<file path="src/asi_defs.svh">
// Address map, field positions, reset values and vector codes of the supply interrupt unit.
`ifndef ASI_DEFS_SVH
`define ASI_DEFS_SVH
`define ASI_ADDR_W 5
`define ASI_OFS_FLAGS 5'h00
`define ASI_OFS_ENABLE 5'h04
`define ASI_OFS_VECTOR 5'h08
`define ASI_OFS_STATUS 5'h0c
`define ASI_NUM_SRC 7
`define ASI_BIT_ANY_SW 0
`define ASI_BIT_PRI_SW 1
`define ASI_BIT_DROP1 4
`define ASI_BIT_MON 6
`define ASI_BIT_NMI_EN 7
`define ASI_IDX_PRIMARY 2'h0
`define ASI_IDX_AUX_ONE 2'h1
`define ASI_IDX_AUX_TWO 2'h2
`define ASI_FLAGS_RST 7'h00
`define ASI_ENABLE_RST 8'h00
`define ASI_VEC_NONE 4'h0
`define ASI_VEC_STEP 4'h2
`define ASI_RESP_OKAY 2'h0
`define ASI_RESP_SLVERR 2'h2
`endif

</file>
<file path="src/asi_pkg.sv">
// Types shared by the supply interrupt unit.
`default_nettype none
package asi_pkg;
   `include "asi_defs.svh"
   // Event and level signals from the supply switching logic, same clock.
   typedef struct packed {
      logic switch_done;
      logic [1:0] new_supply;
      logic [1:0] okay;
      logic [1:0] mode;
      logic monitor_done;
   } asi_supply_t;
   // Complete state of the interrupt unit.
   typedef struct packed {
      logic [`ASI_NUM_SRC-1:0] flags;
      logic [7:0] enables;
      logic [1:0] okay_prev;
      logic aw_held;
      logic [`ASI_ADDR_W-1:0] aw_addr;
      logic w_held;
      logic [7:0] w_data;
      logic w_lane0;
      logic awready;
      logic wready;
      logic bvalid;
      logic [1:0] bresp;
      logic arready;
      logic rvalid;
      logic [31:0] rdata;
      logic [1:0] rresp;
      logic irq;
      logic nmi;
   } asi_state_t;
endpackage : asi_pkg
`default_nettype wire

</file>
<file path="src/asi_irq_unit.sv">
// Interrupt flags, enables and vector generator of the auxiliary supply system.
//
// Summary of operation
// - Seven sources: any switch, three switched-to, two drops, monitor done.
// - Any completed switch to a different supply sets the any-switch flag.
// - Any-switch flag with its NMI enable raises the NMI request, ignoring GLOBAL_IRQ_ENABLE.
// - Without NMI enable, any-switch is maskable only with its enable and GLOBAL_IRQ_ENABLE.
// - Switching onto a supply sets that supply's switched-to flag.
// - Switched-to flags request an interrupt only with own enable and GLOBAL_IRQ_ENABLE.
// - Okay falling one to zero under hardware monitoring sets the drop flag.
// - Drop flags request an interrupt only with own enable and GLOBAL_IRQ_ENABLE.
// - Each completed monitoring cycle sets the monitor flag.
// - Monitor flag requests an interrupt only with its enable and GLOBAL_IRQ_ENABLE.
// - Maskable sources merge into one vector naming highest enabled pending one.
// - Disabled pending sources do not affect the vector.
// - Reading the vector clears the highest enabled pending flag.
// - Any write to the vector clears every flag.
// - Software may clear each flag directly through the flag register.
// - Any-switch flag routed as NMI feeds the shared user NMI collector.
// - With both enables set, NMI path wins but the vector still shows the flag.
// - Supply index 0 primary, 1 first auxiliary, 2 second auxiliary.
// - Mode bit zero means hardware monitoring; one means software okay state.
`timescale 1ns/1ns
`default_nettype none
`include "asi_defs.svh"
module asi_irq_unit
   import asi_pkg::*;
(
   input wire logic i_core_clk,
   input wire logic i_reset,
   input wire logic i_clk_en,
   input wire asi_supply_t i_supply,
   input wire logic i_global_irq_enable,
   input wire logic [`ASI_ADDR_W-1:0] i_awaddr,
   input wire logic i_awvalid,
   output logic o_awready,
   input wire logic [31:0] i_wdata,
   input wire logic [3:0] i_wstrb,
   input wire logic i_wvalid,
   output logic o_wready,
   output logic [1:0] o_bresp,
   output logic o_bvalid,
   input wire logic i_bready,
   input wire logic [`ASI_ADDR_W-1:0] i_araddr,
   input wire logic i_arvalid,
   output logic o_arready,
   output logic [31:0] o_rdata,
   output logic [1:0] o_rresp,
   output logic o_rvalid,
   input wire logic i_rready,
   output logic o_irq_request,
   output logic o_user_nmi_request,
   output logic [`ASI_NUM_SRC-1:0] o_pending_flags
);

   asi_state_t st_ff;
   asi_state_t nxt_st;

   // Vector generator inputs, derived from the current state.
   logic [`ASI_NUM_SRC-1:0] vec_mask;
   logic [`ASI_NUM_SRC-1:0] vec_pending;
   logic [`ASI_NUM_SRC-1:0] vec_onehot;
   logic [3:0] vec_code;
   logic [`ASI_NUM_SRC-1:0] hw_set;
   logic [2:0] switched_to;
   logic [1:0] drop_event;
   logic aw_take;
   logic w_take;
   logic ar_take;
   logic [`ASI_NUM_SRC-1:0] maskable;

   // The lowest pending bit wins; its vector is twice its position plus two.
   always_comb begin
      vec_mask = st_ff.enables[`ASI_NUM_SRC-1:0];
      vec_pending = st_ff.flags & vec_mask;
      vec_onehot = '0;
      vec_code = `ASI_VEC_NONE;
      for (int i = `ASI_NUM_SRC - 1; i >= 0; i--) begin
         if (vec_pending[i]) begin
            vec_onehot = '0;
            vec_onehot[i] = 1'b1;
            vec_code = `ASI_VEC_STEP * (4'(i) + 4'h1);
         end
      end
   end

   // Hardware set events, one per source.
   always_comb begin
      switched_to = '0;
      if (i_supply.switch_done) begin
         unique case (i_supply.new_supply)
            `ASI_IDX_PRIMARY: switched_to[0] = 1'b1;
            `ASI_IDX_AUX_ONE: switched_to[1] = 1'b1;
            `ASI_IDX_AUX_TWO: switched_to[2] = 1'b1;
            default: switched_to = '0;
         endcase
      end
      // A falling okay counts only while the supply is hardware monitored.
      drop_event = st_ff.okay_prev & ~i_supply.okay & ~i_supply.mode;
      hw_set = '0;
      hw_set[`ASI_BIT_ANY_SW] = i_supply.switch_done;
      hw_set[`ASI_BIT_PRI_SW +: 3] = switched_to;
      hw_set[`ASI_BIT_DROP1 +: 2] = drop_event;
      hw_set[`ASI_BIT_MON] = i_supply.monitor_done;
   end

   // Bus handshakes seen this cycle.
   assign aw_take = i_awvalid & st_ff.awready;
   assign w_take = i_wvalid & st_ff.wready;
   assign ar_take = i_arvalid & st_ff.arready;

   // Next state: bus slave, flag updates and request outputs.
   always_comb begin
      nxt_st = st_ff;
      nxt_st.okay_prev = i_supply.okay;
      // Address and data are captured independently, in either order.
      if (aw_take) begin
         nxt_st.aw_held = 1'b1;
         nxt_st.aw_addr = i_awaddr;
      end
      if (w_take) begin
         nxt_st.w_held = 1'b1;
         nxt_st.w_data = i_wdata[7:0];
         nxt_st.w_lane0 = i_wstrb[0];
      end
      if (st_ff.bvalid && i_bready) begin
         nxt_st.bvalid = 1'b0;
      end
      // The write acts once both halves are held and no response is owed.
      if (st_ff.aw_held && st_ff.w_held && !st_ff.bvalid) begin
         nxt_st.aw_held = 1'b0;
         nxt_st.w_held = 1'b0;
         nxt_st.bvalid = 1'b1;
         nxt_st.bresp = `ASI_RESP_OKAY;
         unique case (st_ff.aw_addr)
            `ASI_OFS_FLAGS: begin
               if (st_ff.w_lane0) begin
                  nxt_st.flags = st_ff.w_data[`ASI_NUM_SRC-1:0];
               end
            end
            `ASI_OFS_ENABLE: begin
               if (st_ff.w_lane0) begin
                  nxt_st.enables = st_ff.w_data;
               end
            end
            `ASI_OFS_VECTOR: begin
               nxt_st.flags = `ASI_FLAGS_RST;
            end
            `ASI_OFS_STATUS: begin
               nxt_st.bresp = `ASI_RESP_OKAY;
            end
            default: begin
               nxt_st.bresp = `ASI_RESP_SLVERR;
            end
         endcase
      end
      // Read path: data are fixed at the address handshake.
      if (st_ff.rvalid && i_rready) begin
         nxt_st.rvalid = 1'b0;
      end
      if (ar_take) begin
         nxt_st.rvalid = 1'b1;
         nxt_st.rresp = `ASI_RESP_OKAY;
         nxt_st.rdata = '0;
         unique case (i_araddr)
            `ASI_OFS_FLAGS: begin
               nxt_st.rdata[`ASI_NUM_SRC-1:0] = st_ff.flags;
            end
            `ASI_OFS_ENABLE: begin
               nxt_st.rdata[7:0] = st_ff.enables;
            end
            `ASI_OFS_VECTOR: begin
               nxt_st.rdata[3:0] = vec_code;
               nxt_st.flags = nxt_st.flags & ~vec_onehot;
            end
            `ASI_OFS_STATUS: begin
               nxt_st.rdata[3:0] = {i_supply.mode, i_supply.okay};
            end
            default: begin
               nxt_st.rresp = `ASI_RESP_SLVERR;
            end
         endcase
      end
      // Hardware events win over any clear in the same cycle.
      nxt_st.flags = nxt_st.flags | hw_set;
      nxt_st.awready = ~nxt_st.aw_held & ~nxt_st.bvalid;
      nxt_st.wready = ~nxt_st.w_held & ~nxt_st.bvalid;
      nxt_st.arready = ~nxt_st.rvalid;
      // The any-switch flag leaves the maskable path while routed as NMI.
      maskable = nxt_st.flags & nxt_st.enables[`ASI_NUM_SRC-1:0];
      maskable[`ASI_BIT_ANY_SW] = maskable[`ASI_BIT_ANY_SW]
         & ~nxt_st.enables[`ASI_BIT_NMI_EN];
      nxt_st.irq = i_global_irq_enable & (|maskable);
      nxt_st.nmi = nxt_st.flags[`ASI_BIT_ANY_SW]
         & nxt_st.enables[`ASI_BIT_NMI_EN];
   end

   // State register, frozen while the clock enable is low and reset is not asserted.
   always_ff @(posedge i_core_clk) begin
      if (i_reset) begin
         st_ff <= '0;
         st_ff.flags <= `ASI_FLAGS_RST;
         st_ff.enables <= `ASI_ENABLE_RST;
      end else if (i_clk_en) begin
         st_ff <= nxt_st;
      end
   end

   // Outputs come straight from the state register.
   assign o_awready = st_ff.awready;
   assign o_wready = st_ff.wready;
   assign o_bvalid = st_ff.bvalid;
   assign o_bresp = st_ff.bresp;
   assign o_arready = st_ff.arready;
   assign o_rvalid = st_ff.rvalid;
   assign o_rdata = st_ff.rdata;
   assign o_rresp = st_ff.rresp;
   assign o_irq_request = st_ff.irq;
   assign o_user_nmi_request = st_ff.nmi;
   assign o_pending_flags = st_ff.flags;

endmodule : asi_irq_unit
`default_nettype wire

</file>
<file path="config.mk">
export PLATFORM = sky130hd
export DESIGN_NAME = asi_irq_unit
export DESIGN_NICKNAME = d
export VERILOG_FILES = /design/src/asi_pkg.sv /design/src/asi_irq_unit.sv
export VERILOG_INCLUDE_DIRS = /design/src
export SDC_FILE = /design/constraint.sdc
export NUM_CORES = 1
export LEC_CHECK = 0
export BUFFER_PORTS_ARGS = -buffer_cell sky130_fd_sc_hd__buf_2
export CAP_MARGIN = 40
export CORE_ASPECT_RATIO = 0.6
export CORE_MARGIN = 2
export CORE_UTILIZATION = 46
export CTS_BUF_LIST = sky130_fd_sc_hd__clkbuf_4 sky130_fd_sc_hd__clkbuf_8
export DETAILED_ROUTE_END_ITERATION = 8
export GPL_TIMING_DRIVEN = 0
export PLACE_DENSITY = 0.81
export SYNTH_ARGS = -nofsm -noshare
export SYNTH_HDL_FRONTEND = slang
export SYNTH_SLANG_ARGS = --single-unit
</file>
<file path="constraint.sdc">
create_clock -name i_core_clk -period 2.03 [get_ports i_core_clk]
set_input_delay 0 -clock i_core_clk [delete_from_list [all_inputs] [get_ports i_core_clk]]
set_output_delay 0 -clock i_core_clk [all_outputs]
set_load 0.03 [all_outputs]
</file>
---- After elaboration in Yosys (flattened, before gate mapping) ----
Index checks and enable logic that the tools add are counted.
operators by class
  reduce and logical (&&, ||, !) cells .... 15
  equality and inequality tests ........... 8
  multiplexer cells ....................... 38
  bitwise logic cells ..................... 22
operators by type and width
  kind                                                              number
  7-bit two-way mux                                                 10
  35-bit two-way mux                                                1
  4-bit two-way mux                                                 7
  7-bit AND                                                         3
  5-bit by 4-bit == test with 1-bit output (second input constant)  4
  8-bit two-way mux                                                 2
  4-bit case mux with 4 select lines                                1
  15-bit two-way mux                                                1
  7-bit case mux with 2 select lines                                1
  5-bit by 3-bit == test with 1-bit output (second input constant)  2
  5-bit logical NOT                                                 2
  10-bit two-way mux                                                1
  1-bit AND                                                         8
  1-bit two-way mux                                                 8
  2-bit AND reduction                                               4
  4-bit OR reduction                                                2
  7-bit inverter                                                    1
  7-bit bitwise OR                                                  1
  7-bit OR reduction                                                1
  3-bit two-way mux                                                 2
  6-bit two-way mux                                                 1
  3-bit case mux with 2 select lines                                1
  1-bit inverter                                                    5
  2-bit AND                                                         2
  other kinds (7)                                                   12
storage, ports and cells
  output and inout bits ................... 50
  flip-flop bits (word level) ............. 52
  logic and storage cells ................. 101
  bits of input ports ..................... 63

---- Logic depth before layout (Yosys ltp) ----
Gate-level depths: netlist of the first run.
  word-level depth ........................ 17
  mapped depth ............................ 8

---- Worst setup path before layout of the first run ----
No wires, ideal clock.
  kind .................................... register to register
  start ................................... register st_ff, in the netlist o_bvalid
  end ..................................... register st_ff, in the netlist o_irq_request
  setup slack ............................. -225 ps
  stages on the path, launching flop included .. 8
  data arrival time ....................... 2120 ps
  data required time ...................... 1895 ps
  path buffers ............................ 0
  cell sequence ........................... dfxtp_1 > nand3b_1 > or4_4 > a221o_1 > o41ai_2 > o32ai_1 > nor4_1 > o32ai_1
on the way
  word-level cells in the longest chain between the ends .. 11
  elaborated cells on any way between the ends .. 12
  those cells by class .................... 3 x mux; 6 x bitwise; 3 x reduce/logical
RTL lines
  item                    RTL line             RTL
  start, declared         asi_irq_unit.sv:56   asi_state_t st_ff;
  start signal, assigned  asi_irq_unit.sv:205  st_ff <= nxt_st;
  1-bit logical NOT *     asi_irq_unit.sv:130  if (st_ff.aw_held && st_ff.w_held && !st_ff.bvalid) begin
  1-bit logical AND *     asi_irq_unit.sv:130
  15-bit two-way mux *    asi_irq_unit.sv:130
  7-bit AND               asi_irq_unit.sv:174  nxt_st.flags = nxt_st.flags & ~vec_onehot;
  7-bit two-way mux       asi_irq_unit.sv:165  unique case (i_araddr)
  7-bit two-way mux       asi_irq_unit.sv:161  if (ar_take) begin
  7-bit bitwise OR        asi_irq_unit.sv:185  nxt_st.flags = nxt_st.flags | hw_set;
  7-bit AND               asi_irq_unit.sv:190  maskable = nxt_st.flags & nxt_st.enables[`ASI_NUM_SRC-1:0];
  1-bit AND               asi_irq_unit.sv:191  maskable[`ASI_BIT_ANY_SW] = maskable[`ASI_BIT_ANY_SW]
  7-bit OR reduction *    asi_irq_unit.sv:193  nxt_st.irq = i_global_irq_enable & (|maskable);
  1-bit AND *             asi_irq_unit.sv:193
Every way passes the cells marked *; elsewhere a longest branch is shown, timed or not.
A chain may end at the register's enable or synchronous reset.

---- Worst setup path in the final report of the first run ----
  start ................................... register st_ff[54] (netlist bit)
  end ..................................... register st_ff, in the netlist o_irq_request
on the way
  word-level cells in the longest chain between the ends .. 11
  elaborated cells on any way between the ends .. 15
  those cells by class .................... 2 x eq/ne; 5 x mux; 6 x bitwise; 2 x reduce/logical
RTL lines
  item                                                                                  RTL line             RTL
  5-bit by 4-bit == test with 1-bit output / 5-bit logical NOT (equally long branches)  asi_irq_unit.sv:135  unique case (st_ff.aw_addr)
  7-bit case mux with 2 select lines                                                    asi_irq_unit.sv:135
  15-bit two-way mux *                                                                  asi_irq_unit.sv:130
  7-bit AND                                                                             asi_irq_unit.sv:174
  7-bit two-way mux                                                                     asi_irq_unit.sv:165
  7-bit two-way mux                                                                     asi_irq_unit.sv:161
  7-bit bitwise OR                                                                      asi_irq_unit.sv:185
  7-bit AND                                                                             asi_irq_unit.sv:190
  1-bit AND                                                                             asi_irq_unit.sv:191
  7-bit OR reduction *                                                                  asi_irq_unit.sv:193
  1-bit AND *                                                                           asi_irq_unit.sv:193
Marks and branches as above.

==> results of run 1 <==
==> per-layer routing <==
metal	GRT usage [%]	vias up	wire length, um
met1	34.6	1383	3830
met5	0	-	0
met2	35.6	165	3550
li1	-	1435	-
met3	7.14	22	970
met4	6.58	0	153
==> worst reg2reg max path, stage by stage (launching register included) <==
cell and delay (ns):
dfxtp_1 0.32, or3_4 0.41, or3_4 0.42, o311ai_1 0.33, o21ai_1 0.20, a21oi_2 0.19, nor4_2 0.07, o32ai_1 0.20
==> layout by cell type, fill, tap and decap left out, types with 8 or more instances in the layout <==
| cell type | netlist | final |
|---|---|---|
| nor2_1 | 36 | 36 |
| buf_4 | 43 | 48 |
| mux2i_1 | 24 | 24 |
| conb_1 | 1 | 26 |
| nand3_1 | 16 | 16 |
| nor3_1 | 9 | 8 |
| dfxtp_1 | 50 | 47 |
| a21oi_1 | 35 | 31 |
| nand2_1 | 54 | 54 |
| buf_2 | 1 | 58 |
| clkbuf_1 | 15 | 14 |
| dlygate4sd3_1 | 0 | 18 |
==> metrics by stage <==
stage | hold slack (ns) | util, % | area [um2] | instances | setup TNS (ns)
global placement | 0.234 | 55.2 | 3340 | 532 | -1.01
global route | 0.0267 | 61.8 | 3740 | 562 | -0.820
floorplan | 0.136 | - | 2950 | 390 | -0.256
finish | 0.0135 | 61.8 | 3740 | 562 | -0.336
detailed placement | 0.240 | 55.2 | 3340 | 532 | -1.41
CTS | 0.0184 | 60.3 | 3650 | 560 | -0.251
==> how the worst min path moves through the flow <==
stage	from	end	cells after the start
after detailed placement	i_awaddr[2]	st_ff[55]$_SDFFE_PP0P_	3
final	i_bready	o_bvalid$_SDFFE_PP0P_	4
after global routing	i_bready	o_bvalid$_SDFFE_PP0P_	4
after CTS	i_bready	o_bvalid$_SDFFE_PP0P_	4
after floorplan	i_wdata[7]	st_ff[51]$_SDFFE_PP0P_	2
after global placement	i_awaddr[4]	st_ff[57]$_SDFFE_PP0P_	3
==> power groups by stage <==
stage | Combinational [uW] | Clock [uW] | Sequential (uW)
finish | 431 | 638 | 1050
global route | 459 | 703 | 1050
CTS | 406 | 643 | 1040
floorplan | 269 | 0 | 1070
global placement | 369 | 0 | 1060
detailed placement | 376 | 0 | 1060
==> cell type report <==
type | instances | area, um2 | area share, %
buffer | 59 | 387 | 10.3
timing repair buffer | 82 | 523 | 14.0
clock inverter | 2 | 17.5 | 0.468
tap | 84 | 105 | 2.81
sequential | 50 | 1000 | 26.9
inverter | 5 | 18.8 | 0.502
multi-input combinational | 274 | 1600 | 42.8
clock buffer | 6 | 82.6 | 2.21
==> timing repair <==
| item | in CTS | in global routing |
|---|---|---|
| pin swaps | 7 | 7 |
| setup buffers | 3 | 3 |
| hold endpoints to repair | 18 | 0 |
| endpoints found under the setup margin | 14 | 7 |
| hold buffers | 18 | 0 |
| resized for setup | 4 | 18 |
| gates cloned | 0 | 0 |
==> cell families (layout without fill, tap and decap cells) <==
group	after synthesis	in the layout	synth area share [%]
other cells	1	26	0.132
simple gates	147	147	24.7
mux	24	24	8.42
compound gates	77	77	17.0
flops	50	50	35.1
buf+inv	66	154	14.7
==> qor.csv, run 1 <==
stage;metric;value;unit
run_status;outcome;complete, but fails checks;
run_status;failing checks;negative setup slack;
placed_design;RePlAce Congestion;0.940;
worst_setup_path;Crit-path slowest cell;or3_4;
floorplanning;row cnt;22;
detailed_routing;antenna viol nets, final;0;
timing;clock skew;0.0134;ns
cells_and_area;layout cell share with drive strength beyond 1;28.7;%
cells_and_area;n_diodes;0;
worst_setup_path;Worst path max stage delay;0.42;ns
placed_design;port bufs;58;
worst_setup_path;CP startpoint kind;flip-flop;
grt;vias in the first global route;2611;
detailed_routing;DR WL/cell;15.1;um
flow_run;number of max-cap violations;0;
worst_setup_path;CP Class;reg2reg;
synth;largest area contributor in the netlist;dfxtp_1;
clocking;Clock Latency Late Sink;0.32;ns
timing;RSZ-0062 raised after global routing;true;
floorplanning;Core Box Area;0.00606;mm2
grt;Global Route Usage Sum;24.3;%
synth;YS warnings;0;
grt;first-pass GRT wire length;12900;um
synth;top cells by area, synth;dfxtp_1 (35%), buf_4 (11%), mux2i_1 (8.4%);
cells_and_area;area grow syn2layout;31.2;%
worst_setup_path;crit-path max FO;5;
pwr;internal power;1470;uW
floorplanning;Ports;113;
timing;Tightest Pin Transition;0.752;ns
floorplanning;die area;0.00687;mm2
synth;count leader, synth;nand2_1;
synth;post-synth top area share;35.1;%
synth;number of synthesized flops with an enable pin;0;
detailed_routing;drt total wl;8500;um
cells_and_area;Layout Nets;540;
pwr;Sw Ratio;30.7;%
worst_setup_path;R2R Path Start;st_ff[54]$_SDFFE_PP0P_;
cells_and_area;max reg flops;26;
pwr;Reg power frac;49.5;%
worst_setup_path;buffers and inverters on the worst path;0;
detailed_routing;Via-to-Cell Ratio;5.35;
worst_setup_path;R2R setup slack;-0.18;ns
synth;area of the mapped netlist;0.00285;mm2
worst_setup_path;CP Depth;7;
timing;FMAX;0.452;GHz
detailed_routing;Vias;3005;
timing;Slew headroom;49.9;%
detailed_routing;Initial DRC Count;243;
timing;period utilization;109;%
grt;largest net degree at the start of global routing;17;
hold_path;HP Class;in2reg;
cells_and_area;FILL cells;555;
worst_setup_path;critical path endpoint category;flip-flop;
synth;Synth Flop Type;dfxtp_1;
cells_and_area;largest register by flop count;st_ff;
pwr;P per Cell Area;566;mW/mm2
clocking;TritonCTS clock tree;yes;
worst_setup_path;reg-to-reg endpoint;o_irq_request$_SDFFE_PP0P_;
pwr;Final Total Pwr;2120;uW
grt;antenna violations before repair;0;
clocking;TritonCTS Buffers;5;
synth;Mapped Cells;365;
worst_setup_path;Critical Path Start;st_ff[54]$_SDFFE_PP0P_;
worst_setup_path;crit-path cells;or3_4 -> or3_4 -> o311ai_1 -> o21ai_1 -> a21oi_2 -> nor4_2 -> o32ai_1;
pwr;Clk network pwr share;30.1;%
worst_setup_path;CP most frequent cell;or3_4;
timing;min Tclk post-route;2.21;ns
worst_setup_path;crit path DAT;2.45;ns
synth;Post-synth top cells;nand2_1 (54), dfxtp_1 (50), buf_4 (43);
pwr;Static Leakage;0.00161;uW
worst_setup_path;crit path to;o_irq_request$_SDFFE_PP0P_;
clocking;H-tree depth;2;
clocking;CTS Root Cell;clkbuf_8;
pwr;VDD IR max;0.298;mV
placed_design;pre-CTS setup slack;-0.404;ns
floorplanning;Die H;65.0;um
synth;Seq/Total Area, Yosys;35.1;%
floorplanning;starting density of the core;47.1;%
synth;synth unique cells;45;
synth;synthesized area per cell;7.81;um2
pwr;combinational power share;20.4;%
worst_setup_path;Top delay family on crit path;compound AO/OA/AOI/OAI gates;
synth;ys async rst share;0;%
clocking;CTS max path bufs;2;
timing;final setup vio count;4;
placed_design;DP HPWL;6210;um
grt;grt total ovfl;0;
clocking;Sink Count;50;
worst_setup_path;R2R depth;7;
timing;Final Hold Fails;0;
detailed_routing;drt drc;0;
worst_setup_path;data required time of the worst path;2.27;ns
synth;Yosys reg bits;50;
floorplanning;die width;106;um
timing;number of max-slew violations in the final report;0;
timing;slack of the critical path;-0.182;ns
pwr;Sw Pwr;650;uW
detailed_routing;router iterations before antenna repair;5;
clocking;Clock Pin Slew Worst Setup and Hold Paths;0.10;ns
(Power assumes the default switching activity.)
==> run 2, diff against run 1 <==
--- a/config.mk
+++ b/config.mk
@@ -6,6 +6,7 @@
 export SDC_FILE = /design/constraint.sdc
 export NUM_CORES = 1
 export LEC_CHECK = 0
+export ABC_CLOCK_PERIOD_IN_PS = 2029
 export BUFFER_PORTS_ARGS = -buffer_cell sky130_fd_sc_hd__buf_2
 export CAP_MARGIN = 40
 export CORE_ASPECT_RATIO = 0.6
@@ -14,7 +15,8 @@
 export CTS_BUF_LIST = sky130_fd_sc_hd__clkbuf_4 sky130_fd_sc_hd__clkbuf_8
 export DETAILED_ROUTE_END_ITERATION = 8
 export GPL_TIMING_DRIVEN = 0
-export PLACE_DENSITY = 0.81
+export PLACE_DENSITY = 0.79
+export REMOVE_ABC_BUFFERS = 1
 export SYNTH_ARGS = -nofsm -noshare
 export SYNTH_HDL_FRONTEND = slang
 export SYNTH_SLANG_ARGS = --single-unit
==> qor.csv, run 2 (synthesis gave the netlist of run 1 again) <==
stage;metric;value;unit;change
floorplanning;Ports;113;;unchanged
placed_design;port bufs;59;;was 58
timing;final setup vio count;7;;was 4
detailed_routing;drt total wl;7550;um;was 8500 um
worst_setup_path;data required time of the worst path;2.25;ns;was 2.27 ns
pwr;Static Leakage;0.00140;uW;was 0.00161 uW
cells_and_area;layout cell share with drive strength beyond 1;25.2;%;was 28.7%
pwr;Final Total Pwr;1970;uW;was 2120 uW
timing;Final Hold Fails;0;;unchanged
pwr;P per Cell Area;570;mW/mm2;was 566 mW/mm2
clocking;CTS max path bufs;2;;unchanged
worst_setup_path;R2R depth;8;;was 7
flow_run;number of max-cap violations;0;;unchanged
hold_path;hold path start;i_bready;;unchanged
pwr;VDD IR max;0.299;mV;was 0.298 mV
detailed_routing;Via-to-Cell Ratio;5.39;;was 5.35
clocking;Clock Latency Late Sink;0.30;ns;was 0.32 ns
run_status;outcome;complete, but fails checks;;unchanged
cells_and_area;most common cell after layout, fill and taps aside;buf_2;;unchanged
hold_path;Hold Path Sink;o_bvalid$_SDFFE_PP0P_;;unchanged
clocking;TritonCTS clock tree;yes;;unchanged
cells_and_area;area grow syn2layout;21.5;%;was 31.2%
timing;worst hold slack;0.0189;ns;was 0.0135 ns
grt;largest net degree at the start of global routing;52;;was 17
cells_and_area;FILL cells;595;;was 555
floorplanning;die width;106;um;unchanged
cells_and_area;max reg flops;26;;unchanged
placed_design;pre-CTS setup slack;-0.603;ns;was -0.404 ns
timing;slack of the critical path;-0.315;ns;was -0.182 ns
timing;Tightest Pin Transition;0.927;ns;was 0.752 ns
detailed_routing;antenna viol nets, final;0;;unchanged
detailed_routing;router iterations before antenna repair;5;;unchanged
detailed_routing;drt drc;0;;unchanged
run_status;failing checks;negative setup slack;;unchanged
worst_setup_path;crit path DAT;2.56;ns;was 2.45 ns
clocking;H-tree depth;2;;unchanged
floorplanning;row cnt;22;;unchanged
floorplanning;Die H;65.0;um;unchanged
worst_setup_path;R2R setup slack;-0.31;ns;was -0.18 ns
clocking;Sink Count;50;;unchanged
grt;Global Route Usage Sum;21.8;%;was 24.3%
clocking;TritonCTS Buffers;5;;unchanged
clocking;CTS Root Cell;clkbuf_8;;unchanged
grt;vias in the first global route;2537;;was 2,611
detailed_routing;Vias;2736;;was 3,005
grt;antenna violations before repair;0;;unchanged
placed_design;Cells after DPL;472;;was 532
worst_setup_path;CP startpoint kind;flip-flop;;unchanged
cells_and_area;highest-count cells in the layout ignoring fill and taps;buf_2 (59), nand2_1 (53), dfxtp_1 (48);;was buf_2 (58), nand2_1 (54), buf_4 (48)
hold_path;Hold Path Depth;4;;unchanged
timing;Slew headroom;38.2;%;was 49.9%
cells_and_area;Layout Nets;487;;was 540
detailed_routing;Initial DRC Count;295;;was 243
cells_and_area;Final Non-Filler Cells;508;;was 562
worst_setup_path;R2R Path Start;st_ff[54]$_SDFFE_PP0P_;;unchanged
timing;clock skew;0.00733;ns;was 0.0134 ns
timing;period utilization;116;%;was 109%
timing;min Tclk post-route;2.34;ns;was 2.21 ns
timing;RSZ-0062 raised after global routing;true;;unchanged
placed_design;RePlAce Congestion;0.918;;was 0.940
grt;grt total ovfl;0;;unchanged
worst_setup_path;reg-to-reg endpoint;o_irq_request$_SDFFE_PP0P_;;unchanged
floorplanning;die area;0.00687;mm2;unchanged
worst_setup_path;critical path endpoint category;flip-flop;;unchanged
timing;number of max-slew violations in the final report;0;;unchanged
floorplanning;Core Box Area;0.00606;mm2;unchanged
cells_and_area;n_diodes;0;;unchanged
timing;FMAX;0.427;GHz;was 0.452 GHz
clocking;Clock Pin Slew Worst Setup and Hold Paths;0.09;ns;was 0.10 ns
worst_setup_path;CP Class;reg2reg;;unchanged
detailed_routing;DR WL/cell;14.9;um;was 15.1 um
grt;first-pass GRT wire length;12000;um;was 12,900 um
cells_and_area;largest register by flop count;st_ff;;unchanged
placed_design;DP HPWL;4990;um;was 6210 um
floorplanning;starting density of the core;47.1;%;unchanged
worst_setup_path;crit-path max FO;5;;unchanged
hold_path;HP Class;in2reg;;unchanged
[run 2: cell count changes in the layout (fill, tap and decap cells not counted), sizes merged]
cell    delta
buf       -39
clkbuf    -15
[run 2: power breakdown]
part / switching [uW] / internal (uW)
clock network: 321 / 232
logic: 241 / 135
registers: 37.7 / 1010
total: 599 / 1380
[run 2: critical path, stage by stage, from the launching register on]
cell      delay [ns]
dfxtp_2         0.32
or3_4           0.42
buf_6           0.14
or3_4           0.43
o311ai_4        0.30
a21oi_2         0.11
o22ai_2         0.22
nor4_4          0.10
o32ai_2         0.20
[run 2: timing repair]
item	4_1_cts	5_1_grt
buffers inserted	9	2
hold endpoints to repair	18	0
hold buffers	18	0
setup endpoints to repair	13	15
gates resized for setup	9	26
pin swaps	11	12
[run 2: stage by stage]
| stage | setup TNS (ns) | cell area [um2] | util, % |
|---|---|---|---|
| floorplan | -0.260 | 2550 | - |
| global placement | -1.83 | 2950 | 48.7 |
| detailed placement | -2.45 | 2950 | 48.7 |
| CTS | -0.538 | 3330 | 54.9 |
| global route | -1.34 | 3460 | 57.2 |
| finish | -0.896 | 3460 | 57.2 |
[run 2: how the worst max path moves through the flow]
stage	start	endpoint	depth (start not counted)
6_report	st_ff[54]$_SDFFE_PP0P_	o_irq_request$_SDFFE_PP0P_	8
5_1_grt	st_ff[54]$_SDFFE_PP0P_	o_irq_request$_SDFFE_PP0P_	8
4_1_cts	st_ff[53]$_SDFFE_PP0P_	o_irq_request$_SDFFE_PP0P_	7
3_5_place_dp	o_bvalid$_SDFFE_PP0P_	o_irq_request$_SDFFE_PP0P_	6
3_3_place_gp	o_bvalid$_SDFFE_PP0P_	o_irq_request$_SDFFE_PP0P_	7
2_1_floorplan	o_bvalid$_SDFFE_PP0P_	o_irq_request$_SDFFE_PP0P_	7
[run 2: cell type report]
type,instances,area (um2),area share (%)
sequential,50,1000,29.0
clock buffer,5,68.8,1.99
tap,84,105,3.03
timing repair buffer,88,562,16.2
inverter,5,18.8,0.542
clock inverter,2,10.0,0.289
multi-input combinational,274,1700,49.0
[run 2: metal layers]
layer / vias to the layer above / GRT usage, % / part of all wire (%)
met3: 12 / 5.43 / 6.6
li1: 1329 / - / -
met5: - / 0 / 0
met1: 1291 / 30.7 / 48
met4: 0 / 5.92 / 1.1
met2: 104 / 33.1 / 44
